**config.mk**
```make
export PLATFORM = sky130hd
export DESIGN_NAME = dslc_ctrl
export DESIGN_NICKNAME = d
export VERILOG_FILES = /design/src/include/dslc_pkg.sv /design/src/core/dslc_ctrl.sv
export SDC_FILE = /design/constraint.sdc
export NUM_CORES = 1
export LEC_CHECK = 0
export ABC_AREA = 0
export BUFFER_PORTS_ARGS = -buffer_cell sky130_fd_sc_hd__buf_2
export CAP_MARGIN = 20
export CORE_MARGIN = 3
export CORE_UTILIZATION = 31
export DETAILED_ROUTE_END_ITERATION = 16
export PLACE_DENSITY = 0.55
export SYNTH_ARGS = -nofsm -noshare
export SYNTH_HDL_FRONTEND = slang
export SYNTH_SLANG_ARGS = --single-unit
```
**constraint.sdc**
```tcl
create_clock -name mclk -period 4.4 [get_ports mclk]
set_input_delay 0.22 -clock mclk [delete_from_list [all_inputs] [get_ports mclk]]
set_output_delay 0.22 -clock mclk [all_outputs]
set_load 0.05 [all_outputs]
```
**src/include/dslc_pkg.sv**
```systemverilog
// constants and types for the dual serial link status controller
package dslc_pkg;
  localparam int NCH = 2;
  localparam int AW  = 8;
  // register byte offsets
  localparam logic [AW-1:0] OFS_CTRL   = 8'h00;
  localparam logic [AW-1:0] OFS_CHCTL0 = 8'h04;
  localparam logic [AW-1:0] OFS_CHCTL1 = 8'h08;
  localparam logic [AW-1:0] OFS_STS0   = 8'h0C;
  localparam logic [AW-1:0] OFS_STS1   = 8'h10;
  localparam logic [AW-1:0] OFS_ISTAT  = 8'h14;
  localparam logic [AW-1:0] OFS_IMASK  = 8'h18;
  // global control fields
  localparam int CTL_LEDM  = 0;
  localparam int CTL_SPD   = 2;
  localparam int CTL_ALT   = 4;
  localparam int CTL_XBACK = 5;
  localparam int CTL_IDENT = 6;
  // per-link control fields
  localparam int CH_RST  = 0;
  localparam int CH_ANA  = 1;
  localparam int CH_ERR  = 2;
  localparam int CH_LOOP = 3;
  localparam int CH_INIT = 4;
  // per-link status byte
  localparam int STS_RST   = 0;
  localparam int STS_ANA   = 1;
  localparam int STS_ERR   = 2;
  localparam int STS_FAULT = 3;
  // interrupt bits: fault entry per link, then error line assertion per link
  localparam int IRQ_W     = 4;
  localparam int IRQ_FAULT = 0;
  localparam int IRQ_ERRIN = 2;
  // speed codes: 0 = 5 MHz, 1 = 10 MHz, 2 = 20 MHz, 3 = 40 MHz (test only)
  localparam logic [1:0] SPD_RST = 2'h2;
  typedef enum logic [1:0] {
    LED_OFF  = 2'b00,
    LED_STD  = 2'b01,
    LED_DATA = 2'b10,
    LED_DBG  = 2'b11
  } dslc_ledm_t;
  localparam dslc_ledm_t LEDM_RST = LED_STD;
  // activity stretch so short transfers stay visible
  localparam int CLK_NS       = 20;
  localparam int LED_HOLD_NS  = 20_000_000;
  localparam int LED_HOLD_CYC = LED_HOLD_NS / CLK_NS;
  // per-link events from the packet engine, same clock
  typedef struct packed {
    logic txByte;
    logic rxByte;
    logic txData;
    logic txAck;
    logic rxData;
    logic rxAck;
    logic txqEmpty;
    logic rxqFull;
  } dslc_link_ev_t;
  // subsystem open-collector lines, low means asserted
  typedef struct packed {
    logic subsysResetLineN;
    logic subsysAnalyseLineN;
    logic subsysErrorLineN;
  } dslc_ss_t;
endpackage
```
**src/core/dslc_ctrl.sv**
```systemverilog
// top of the dual serial link status controller with apb register access
`timescale 1ns/1ps
module dslc_ctrl
  import dslc_pkg::*;
#(
  parameter int LED_HOLD = LED_HOLD_CYC
) (
  input  wire logic                   mclk,
  input  wire logic                   rst,
  input  wire logic [AW-1:0]          paddr,
  input  wire logic                   psel,
  input  wire logic                   penable,
  input  wire logic                   pwrite,
  input  wire logic [31:0]            pwdata,
  output logic      [31:0]            prdata,
  output logic                        pready,
  output logic                        pslverr,
  output logic                        irq,
  input  wire dslc_link_ev_t [NCH-1:0] linkEv,
  input  wire logic [NCH-1:0]         engTx,
  output logic      [NCH-1:0]         engRx,
  output logic      [NCH-1:0]         linkTxPin,
  input  wire logic [NCH-1:0]         linkRxPin,
  input  wire dslc_ss_t [NCH-1:0]     ssIn,
  output dslc_ss_t  [NCH-1:0]         ssOut,
  output dslc_ss_t  [NCH-1:0]         ssOe,
  output logic      [1:0]             linkSpeedSel,
  input  wire logic                   cfgBusyPin,
  output logic                        identLed,
  output logic      [NCH-1:0]         ledGreen,
  output logic      [NCH-1:0]         ledYellow
);
  localparam int CW = $clog2(LED_HOLD + 1);
  if (LED_HOLD < 1) begin : g_bad_hold
    $error("LED_HOLD must be at least one cycle");
  end

  // rst is the whole-unit reset: button and power cycle end up here alike
  // configuration state
  dslc_ledm_t           ledMode, next_ledMode;
  logic [1:0]           speed, next_speed;
  logic                 pinAlt, next_pinAlt;
  logic                 xback, next_xback;
  logic                 identOn, next_identOn;
  logic [NCH-1:0][3:0]  chCtl, next_chCtl;
  logic [NCH-1:0]       initCmd;
  logic [IRQ_W-1:0]     iStat, next_iStat;
  logic [IRQ_W-1:0]     iMask, next_iMask;
  logic [IRQ_W-1:0]     iEvent;

  // synchronisers for pins
  dslc_ss_t [NCH-1:0]   ssMeta, ssSync;
  logic [NCH-1:0]       rxMeta, rxSync;
  logic                 cfgMeta, cfgSync;
  logic [NCH-1:0]       errPrev;

  // link fault tracking
  logic [NCH-1:0]       fault;
  logic [NCH-1:0]       faultSet;

  // apb
  logic                 wrEn;
  logic                 setup;
  logic                 hit;
  logic [31:0]          rdMux;
  logic [31:0]          next_prdata;
  logic                 next_pready;
  logic                 next_pslverr;

  assign setup = psel && !penable;
  assign wrEn  = psel && penable && pready && pwrite;

  always_ff @(posedge mclk or posedge rst) begin
    if (rst) begin
      ssMeta  <= '1;
      ssSync  <= '1;
      rxMeta  <= '0;
      rxSync  <= '0;
      cfgMeta <= 1'b0;
      cfgSync <= 1'b0;
    end else begin
      ssMeta  <= ssIn;
      ssSync  <= ssMeta;
      rxMeta  <= linkRxPin;
      rxSync  <= rxMeta;
      cfgMeta <= cfgBusyPin;
      cfgSync <= cfgMeta;
    end
  end

  // register read mux, upper status bits read zero
  always_comb begin
    hit   = 1'b1;
    rdMux = '0;
    unique case (paddr)
      OFS_CTRL: begin
        rdMux[CTL_LEDM +: 2] = ledMode;
        rdMux[CTL_SPD +: 2]  = speed;
        rdMux[CTL_ALT]       = pinAlt;
        rdMux[CTL_XBACK]     = xback;
        rdMux[CTL_IDENT]     = identOn;
      end
      OFS_CHCTL0: rdMux[3:0] = chCtl[0];
      OFS_CHCTL1: rdMux[3:0] = chCtl[1];
      OFS_STS0, OFS_STS1: begin
        // per-link status: line bits read back from the lines themselves, fault bit from the fault tracking
        rdMux[STS_RST]   = !ssSync[paddr == OFS_STS1].subsysResetLineN;
        rdMux[STS_ANA]   = !ssSync[paddr == OFS_STS1].subsysAnalyseLineN;
        rdMux[STS_ERR]   = !ssSync[paddr == OFS_STS1].subsysErrorLineN;
        rdMux[STS_FAULT] = fault[paddr == OFS_STS1];
      end
      OFS_ISTAT: rdMux[IRQ_W-1:0] = iStat;
      OFS_IMASK: rdMux[IRQ_W-1:0] = iMask;
      default:   hit = 1'b0;
    endcase
  end

  // no wait state: answer registered in the setup cycle
  always_comb begin
    next_pready  = setup;
    next_prdata  = setup ? (pwrite ? 32'h0000_0000 : rdMux) : prdata;
    next_pslverr = setup && !hit;
  end

  always_ff @(posedge mclk or posedge rst) begin
    if (rst) begin
      pready  <= 1'b0;
      prdata  <= 32'h0000_0000;
      pslverr <= 1'b0;
    end else begin
      pready  <= next_pready;
      prdata  <= next_prdata;
      pslverr <= next_pslverr;
    end
  end

  // settings hold until rewritten or reset
  always_comb begin
    next_ledMode = ledMode;
    next_speed   = speed;
    next_pinAlt  = pinAlt;
    next_xback   = xback;
    next_identOn = identOn;
    next_chCtl   = chCtl;
    next_iMask   = iMask;
    initCmd      = '0;
    if (wrEn) begin
      unique case (paddr)
        OFS_CTRL: begin
          next_ledMode = dslc_ledm_t'(pwdata[CTL_LEDM +: 2]);
          next_speed   = pwdata[CTL_SPD +: 2];
          next_pinAlt  = pwdata[CTL_ALT];
          next_xback   = pwdata[CTL_XBACK];
          next_identOn = pwdata[CTL_IDENT];
        end
        OFS_CHCTL0: begin
          next_chCtl[0] = pwdata[3:0];
          initCmd[0]    = pwdata[CH_INIT];
        end
        OFS_CHCTL1: begin
          next_chCtl[1] = pwdata[3:0];
          initCmd[1]    = pwdata[CH_INIT];
        end
        OFS_IMASK: next_iMask = pwdata[IRQ_W-1:0];
        default: begin
        end
      endcase
    end
  end

  always_ff @(posedge mclk or posedge rst) begin
    if (rst) begin
      ledMode <= LEDM_RST;
      speed   <= SPD_RST;
      pinAlt  <= 1'b0;
      xback   <= 1'b0;
      identOn <= 1'b0;
      chCtl   <= '0;
      iMask   <= '0;
    end else begin
      ledMode <= next_ledMode;
      speed   <= next_speed;
      pinAlt  <= next_pinAlt;
      xback   <= next_xback;
      identOn <= next_identOn;
      chCtl   <= next_chCtl;
      iMask   <= next_iMask;
    end
  end

  // sticky interrupt status, write one to clear; a new event wins over the clear
  always_comb begin
    next_iStat = iStat;
    if (wrEn && paddr == OFS_ISTAT) begin
      next_iStat = iStat & ~pwdata[IRQ_W-1:0];
    end
    next_iStat = next_iStat | iEvent;
  end

  always_ff @(posedge mclk or posedge rst) begin
    if (rst) begin
      iStat <= '0;
      irq   <= 1'b0;
    end else begin
      iStat <= next_iStat;
      irq   <= |(next_iStat & iMask);
    end
  end

  // ident led: lit while configuration is busy or on request
  always_ff @(posedge mclk or posedge rst) begin
    if (rst) begin
      identLed     <= 1'b0;
      linkSpeedSel <= SPD_RST;
    end else begin
      identLed     <= cfgSync || identOn;
      linkSpeedSel <= speed;
    end
  end

  // channel_zero and channel_one are built alike and run independently, except that crossback feeds each receive from the other's transmit
  for (genvar i = 0; i < NCH; i++) begin : g_ch
    logic          ackWait, next_ackWait;
    logic          ackOwed, next_ackOwed;
    logic          next_fault;
    logic [CW-1:0] txCnt, next_txCnt;
    logic [CW-1:0] rxCnt, next_rxCnt;
    logic          next_green, next_yellow;
    logic          rxSrc;
    dslc_ss_t      next_oe;
    logic          errAct;

    // fault detection on illegal receive sequences
    always_comb begin
      faultSet[i]  = 1'b0;
      next_ackWait = ackWait;
      next_ackOwed = ackOwed;
      if (linkEv[i].rxAck) begin
        faultSet[i]  = !ackWait;
        next_ackWait = 1'b0;
      end
      if (linkEv[i].txData) begin
        next_ackWait = 1'b1;
      end
      if (linkEv[i].txAck) begin
        next_ackOwed = 1'b0;
      end
      if (linkEv[i].rxData) begin
        faultSet[i]  = faultSet[i] || ackOwed;
        next_ackOwed = 1'b1;
      end
      // init clears only this link; a fault in the same cycle still wins
      next_fault = faultSet[i] || (fault[i] && !initCmd[i]);
      if (initCmd[i]) begin
        next_ackWait = 1'b0;
        next_ackOwed = 1'b0;
      end
    end

    // activity stretch reloads on every byte, never looks at the data
    always_comb begin
      next_txCnt = (txCnt != '0) ? txCnt - 1'b1 : txCnt;
      next_rxCnt = (rxCnt != '0) ? rxCnt - 1'b1 : rxCnt;
      if (linkEv[i].txByte) begin
        next_txCnt = CW'(LED_HOLD);
      end
      if (linkEv[i].rxByte) begin
        next_rxCnt = CW'(LED_HOLD);
      end
    end

    assign errAct = !ssSync[i].subsysErrorLineN;

    // led selection per mode
    always_comb begin
      unique case (ledMode)
        LED_OFF: begin
          next_green  = 1'b0;
          next_yellow = 1'b0;
        end
        LED_STD: begin
          next_green  = (txCnt != '0) || (rxCnt != '0);
          next_yellow = errAct || fault[i];
        end
        LED_DATA: begin
          next_green  = txCnt != '0;
          next_yellow = rxCnt != '0;
        end
        LED_DBG: begin
          next_green  = linkEv[i].txqEmpty;
          next_yellow = linkEv[i].rxqFull;
        end
      endcase
    end

    // open-collector drive: enable pulls the line low
    always_comb begin
      next_oe.subsysResetLineN   = chCtl[i][CH_RST];
      next_oe.subsysAnalyseLineN = pinAlt ? !chCtl[i][CH_RST] : chCtl[i][CH_ANA];
      next_oe.subsysErrorLineN   = chCtl[i][CH_ERR];
    end

    // crossback takes priority over loopback; the pin stays idle while diverted
    assign rxSrc = xback ? engTx[NCH-1-i] : (chCtl[i][CH_LOOP] ? engTx[i] : rxSync[i]);

    always_ff @(posedge mclk or posedge rst) begin
      if (rst) begin
        ackWait      <= 1'b0;
        ackOwed      <= 1'b0;
        fault[i]     <= 1'b0;
        txCnt        <= '0;
        rxCnt        <= '0;
        ledGreen[i]  <= 1'b0;
        ledYellow[i] <= 1'b0;
        ssOe[i]      <= '0;
        ssOut[i]     <= '0;
        engRx[i]     <= 1'b0;
        linkTxPin[i] <= 1'b0;
        errPrev[i]   <= 1'b0;
      end else begin
        ackWait      <= next_ackWait;
        ackOwed      <= next_ackOwed;
        fault[i]     <= next_fault;
        txCnt        <= next_txCnt;
        rxCnt        <= next_rxCnt;
        ledGreen[i]  <= next_green;
        ledYellow[i] <= next_yellow;
        ssOe[i]      <= next_oe;
        ssOut[i]     <= '0;
        engRx[i]     <= rxSrc;
        linkTxPin[i] <= (xback || chCtl[i][CH_LOOP]) ? 1'b0 : engTx[i];
        errPrev[i]   <= errAct;
      end
    end

    assign iEvent[IRQ_FAULT + i] = faultSet[i] && !fault[i];
    assign iEvent[IRQ_ERRIN + i] = errAct && !errPrev[i];
  end

endmodule

```
Yosys cells after proc, flatten, opt, wreduce, memory -nomap -nowiden

Cells that the tools add are included.

Output and inout port bits: 58
Logic and storage cells: 184
Memories: 0
Memory bits (writable): 0
Latch bits: 0
Memory bits (read-only): 0
Register bits after elaboration: 181

Shift-type cells: 0
Add/sub/neg operators: 4
Div/mod/pow operators: 0
Eq/ne operators: 9
Reductions and logical operators: 61
Multiply operators: 0
Muxes and demuxes: 48
Magnitude comparators: 1
Bitwise gates (word level): 4

Operators with widths:

| kind                                                                 | count |
|---|---|
| 20-bit two-way mux                                                   | 8 |
| 20-bit nonzero test                                                  | 4 |
| 20-bit by 1-bit subtractor with 20-bit output, second input constant | 4 |
| 1-bit two-way mux                                                    | 29 |
| 8-bit by 5-bit == test with 1-bit output, second input constant      | 3 |
| 4-bit one-hot mux with 6 select lines                                | 1 |
| 1-bit logical NOT                                                    | 17 |
| 8-bit by 4-bit == test with 1-bit output, second input constant      | 2 |
| 1-bit one-hot mux with 4 select lines                                | 4 |
| 1-bit logical AND                                                    | 12 |
| 3-bit nonzero test                                                   | 4 |
| 1-bit logical OR                                                     | 11 |
| 3-bit two-way mux                                                    | 3 |
| 4-bit AND                                                            | 2 |
| 8-bit by 3-bit == test with 1-bit output, second input constant      | 1 |
| 8-bit logical NOT                                                    | 1 |
| 2-bit AND reduction                                                  | 4 |
| 2-bit nonzero test                                                   | 4 |
| 7-bit two-way mux                                                    | 1 |
| 7-bit OR reduction                                                   | 1 |
| 2-bit == test, second input constant                                 | 2 |
| 4-bit two-way mux                                                    | 1 |
| 4-bit NOT                                                            | 1 |
| 4-bit bitwise OR                                                     | 1 |
| 6 further kinds                                                      | 6 |

Logic depth before layout (Yosys ltp)

Depth in word-level cells: 8
Mapped depth: 8
Depth with buffers taken out: 7

Worst setup path before layout

No wires, ideal clock.

Kind: register -> register
Start point: reg pready
End point: reg iMask[0]
Required time: 4.275 ns
Data arrival time: 1.977 ns
Library setup time: 0.125 ns
Cell stages (with the launch flop): 5
Clock period less this slack: 2.102 ns
Slack: 2.298 ns
Cell sequence: dfrtp_1 nand4_1 or2_2 nor3_1 mux2_2

Longest elaborated chain between the ends: 3

RTL lines:

| what                            | RTL line         | source |
|---|---|---|
| start, declared                 | dslc_ctrl.sv:16  | `output logic pready,` |
| start signal, assigned          | dslc_ctrl.sv:131 | `pready <= next_pready;` |
| 1-bit logical AND (2 in series) | dslc_ctrl.sv:71  | `assign wrEn = psel && penable && pready && pwrite;` |
| 2-bit AND reduction (no line)   | -                |  |
| end signal, assigned            | dslc_ctrl.sv:187 | `iMask <= next_iMask;` |
| end, declared                   | dslc_ctrl.sv:48  | `logic [IRQ_W-1:0] iMask, next_iMask;` |

No other way between the ends.
A chain may end at the register's enable or synchronous reset.

Final worst setup path

Start point: reg g_ch[1].txCnt[0]
End point: reg g_ch[1].txCnt[13]

Longest elaborated chain between the ends: 3
Elaborated cells on any way between the ends: 5
Those cells by class: add/sub: 1; mux: 2; reduce/logical: 2

RTL lines:

| what                                          | RTL line         | source |
|---|---|---|
| start, declared                               | dslc_ctrl.sv:226 | `logic [CW-1:0] txCnt, next_txCnt;` |
| start signal, assigned                        | dslc_ctrl.sv:324 | `txCnt <= next_txCnt;` |
| 20-bit by 1-bit subtractor with 20-bit output | dslc_ctrl.sv:262 | `next_txCnt = (txCnt != '0) ? txCnt - 1'b1 : txCnt;` |
| 20-bit two-way mux                            | dslc_ctrl.sv:262 |  |
| 20-bit two-way mux                            | dslc_ctrl.sv:264 | `if (linkEv[i].txByte) begin` |

Parallel ways exist; a longest one is shown, timed or not. The select of a mux whose other input is x is not followed.

==> impl_metrics.tcl <==
set metrics [dict create \
    status "finished clean" \
    hp-class "in -> reg" \
    worstPathMaxFanout 7 \
    grt_overflow 0 \
    grt_pass1_vias 5199 \
    htreeDepth 4 \
    insertion_delay_ns 0.42 \
    dieHeight_um 162 \
    top_layer "met4" \
    finalCritPeriodShare_pct 53.9 \
    fin_area_mm2 0.00883 \
    area_growth_pct 16.7 \
    cts_tree "yes" \
    maxSlewViolCount 0 \
    synth_top_family_by_area "simple AND/OR/NAND/NOR gates" \
    postCtsSetupRepairBufs 0 \
    post-dp-hpwl_mm 11.1 \
    r2r_end "g_ch[1].txCnt[13]" \
    finalNetCount 884 \
    cap_violations 0 \
    antennaDiodeCount 0 \
    holdBufCountCts 10 \
    synth.most_common_cell "dfrtp_1" \
    place.gp.congestion 0.766 \
    critPathLaunch "g_ch[1].txCnt[0]" \
    cp.required_ns 4.72 \
    synth_compound_area_share_pct 8.81 \
    drt-initial-drc-count 291 \
    synth_common_cells "141 x dfrtp_1, 88 x nor2_1, 40 x nand2_1" \
    cts_num_sinks 156 \
    max_slew.worst_pin.slew_ns 0.861 \
    synthCells 728 \
    coreArea_mm2 0.0238 \
    synth_top_cell_area_share_pct 46.6 \
    final-hold-violation-count 0 \
    p_total_mw 3.52 \
    leakage_nw 3.79 \
    ir_drop_v 0.000214 \
    remaining_drc_errors 0 \
    grt_max_degree 125 \
    synth_area_mm2 0.00757 \
    finalSetupViolations 0 \
    rrSetupSlack_ns 2.03 \
    setup.worst_path.end "g_ch[1].txCnt[13]" \
    grt_pass1_wl_mm 26.8 \
    synth_cell_type_count 72 \
    crit_type "reg -> reg" \
    setup_tns_ns 0 \
    drt_wl_total_mm 16.1 \
    synthTopCellsByArea "dfrtp_1 47%, dfstp_2 5.2%, nor2_1 4.4%, xor2_1 3.7%, mux2_2 3.1%" \
    clk_pin_slew_worst_paths_ns 0.07 \
    yosys.area.top_type "dfrtp_1" \
    first_pass_iters 5 \
    r2r_cells 7 \
    drive_above_1_share_pct 19.8 \
    period_minus_slack_ns 2.37 \
    rsz0062_at_grt "no" \
    routedWlPerCell_um 14.2 \
    synth_edf_count 0 \
    synth_fa_ha_area_share_pct 1.32 \
    vias 5300 \
    synthFlopType "dfrtp_1" \
    cts_buffer_depth 2 \
    via_per_inst 4.67 \
    yosysWarnings 0 \
    yosys.area_share.xor_xnor_pct 5.90 \
    postSynthAreaPerCell_um2 10.4 \
    yosys.area_share.simple_pct 22.4 \
    yosysSeqAreaShare_pct 51.8 \
    whs_ns 0.0305 \
    worst_setup_path_end_kind "flip-flop" \
    cts_root_buffer "clkbuf_16" \
    r2r_start "g_ch[1].txCnt[0]" \
    antenna_found_initial 0 \
    async_flop_share_pct 100 \
    initial_core_util_pct 31.9 \
    wl_met1_mm 8.16 \
    synth_seq_cells 156 \
    wl_met3_um 573 \
    p_per_area_mw_per_mm2 399 \
    synth.area.mux_share_pct 4.18 \
    max_freq_mhz 422 \
    io_buffers 73 \
    ioPinCount 130 \
    cts_made_buffers 17 \
    cp-start-kind "flip-flop" \
    skew_ns 0.0141 \
    ant_nets 0 \
    die_x_um 162 \
    dpl_cell_area_mm2 0.00812 \
    dieArea_mm2 0.0263 \
    maxSlewHeadroom_pct 42.4 \
    dr_wl_met2_mm 7.31 \
    cp.arrival_ns 2.69 \
    grt_usage_pct 12.6 \
    rows 56 \
    cts_resized 0 \
]
==> critical path, stage by stage (launching register included) <==
cell and delay [ns]:
dfrtp_1 0.44, inv_1 0.11, ha_1 0.14, nor4b_1 0.47
and2_1 0.30, nand2b_1 0.25, nand4_1 0.20, mux2_2 0.34
==> metal layers <==
metal | GRT usage (%) | vias up
met3 | 3.55 | 6
met4 | 2.79 | 0
met5 | 0 | -
li1 | - | 2654
met2 | 19.4 | 86
met1 | 17.8 | 2554
==> area by class of cell <==
class / count / area [um^2]
inverters: 18 / 71.3
fillers: 2365 / 14900
clock inverters: 15 / 184
multi-input cells: 527 / 3340
flip-flops and latches: 156 / 3920
well taps: 319 / 399
clock buffers: 17 / 425
repair buffers: 84 / 485
==> power by group <==
part           internal, mW  switching, mW
clock                 0.859          0.654
sequential             1.51         0.0727
combinational         0.148          0.277
total                  2.52           1.00
==> sequential cells by signal, indices dropped and copies added, names as in the netlist, 2 cells and up <==
| signal | flops |
|---|---|
| g_ch.txCnt | 40 |
| g_ch.ackWait | 2 |
| iMask | 4 |
| ssSync | 6 |
| ledGreen | 2 |
| chCtl | 8 |
| ssMeta | 6 |
| prdata | 7 |
| rxMeta | 2 |
| speed | 2 |
| rxSync | 2 |
| g_ch.rxCnt | 40 |
| linkSpeedSel | 2 |
| ssOe | 6 |
| errPrev | 2 |
| fault | 2 |
| linkTxPin | 2 |
| ledYellow | 2 |
| iStat | 4 |
| g_ch.ackOwed | 2 |
| engRx | 2 |
| ledMode | 2 |
==> worst min-delay path by stage <==
stage	depth (start not counted)	endpoint	slack (ns)	start
2_1_floorplan	0	ssMeta[0]	0.22	ssIn[0]
3_3_place_gp	1	ssMeta[3]	0.33	ssIn[3]
3_5_place_dp	1	ssMeta[3]	0.33	ssIn[3]
4_1_cts	3	engRx[0]	0.01	engTx[1]
5_1_grt	2	xback	0.02	pwdata[5]
6_report	3	engRx[0]	0.03	engTx[1]
==> stage by stage <==
stage	std cells	setup slack (ns)	util (%)
2_1_floorplan	758	2.22	-
3_3_place_gp	1094	1.96	34.2
3_5_place_dp	1094	1.94	34.2
4_1_cts	1136	2.02	37.2
5_1_grt	1136	1.78	37.2
6_report	1136	2.03	37.2
==> kinds of logic (layout without fill, tap and decap cells) <==
kind of cell               after synthesis  after routing
xor gates and xnor gates                51             51
other                                    1             31
muxes                                   29             29
buffers and inverters                   75            134
adders and majority gates                8              8
DFF                                    156            156
AOI/OAI and AO/OA                      101            101
and+or+nand+nor                        307            307
==> cells in the final DEF, fill, tap and decap left out, drive strengths merged, types with 13 or more instances in the layout <==
cell    netlist  final
a21oi        27     27
nor4         25     25
dfrtp       141    141
clkbuf       21     17
buf          35     74
xnor2        19     19
mux2         21     21
nor2         88     88
or3          14     14
nand4        13     13
xor2         32     32
conb          1     31
nand3        13     13
nor3         22     22
nand2        40     40
inv          18     22
nand2b       30     30
o21ai        26     26
dfstp        15     15
Note: power is estimated with default switching activity, not from simulation.
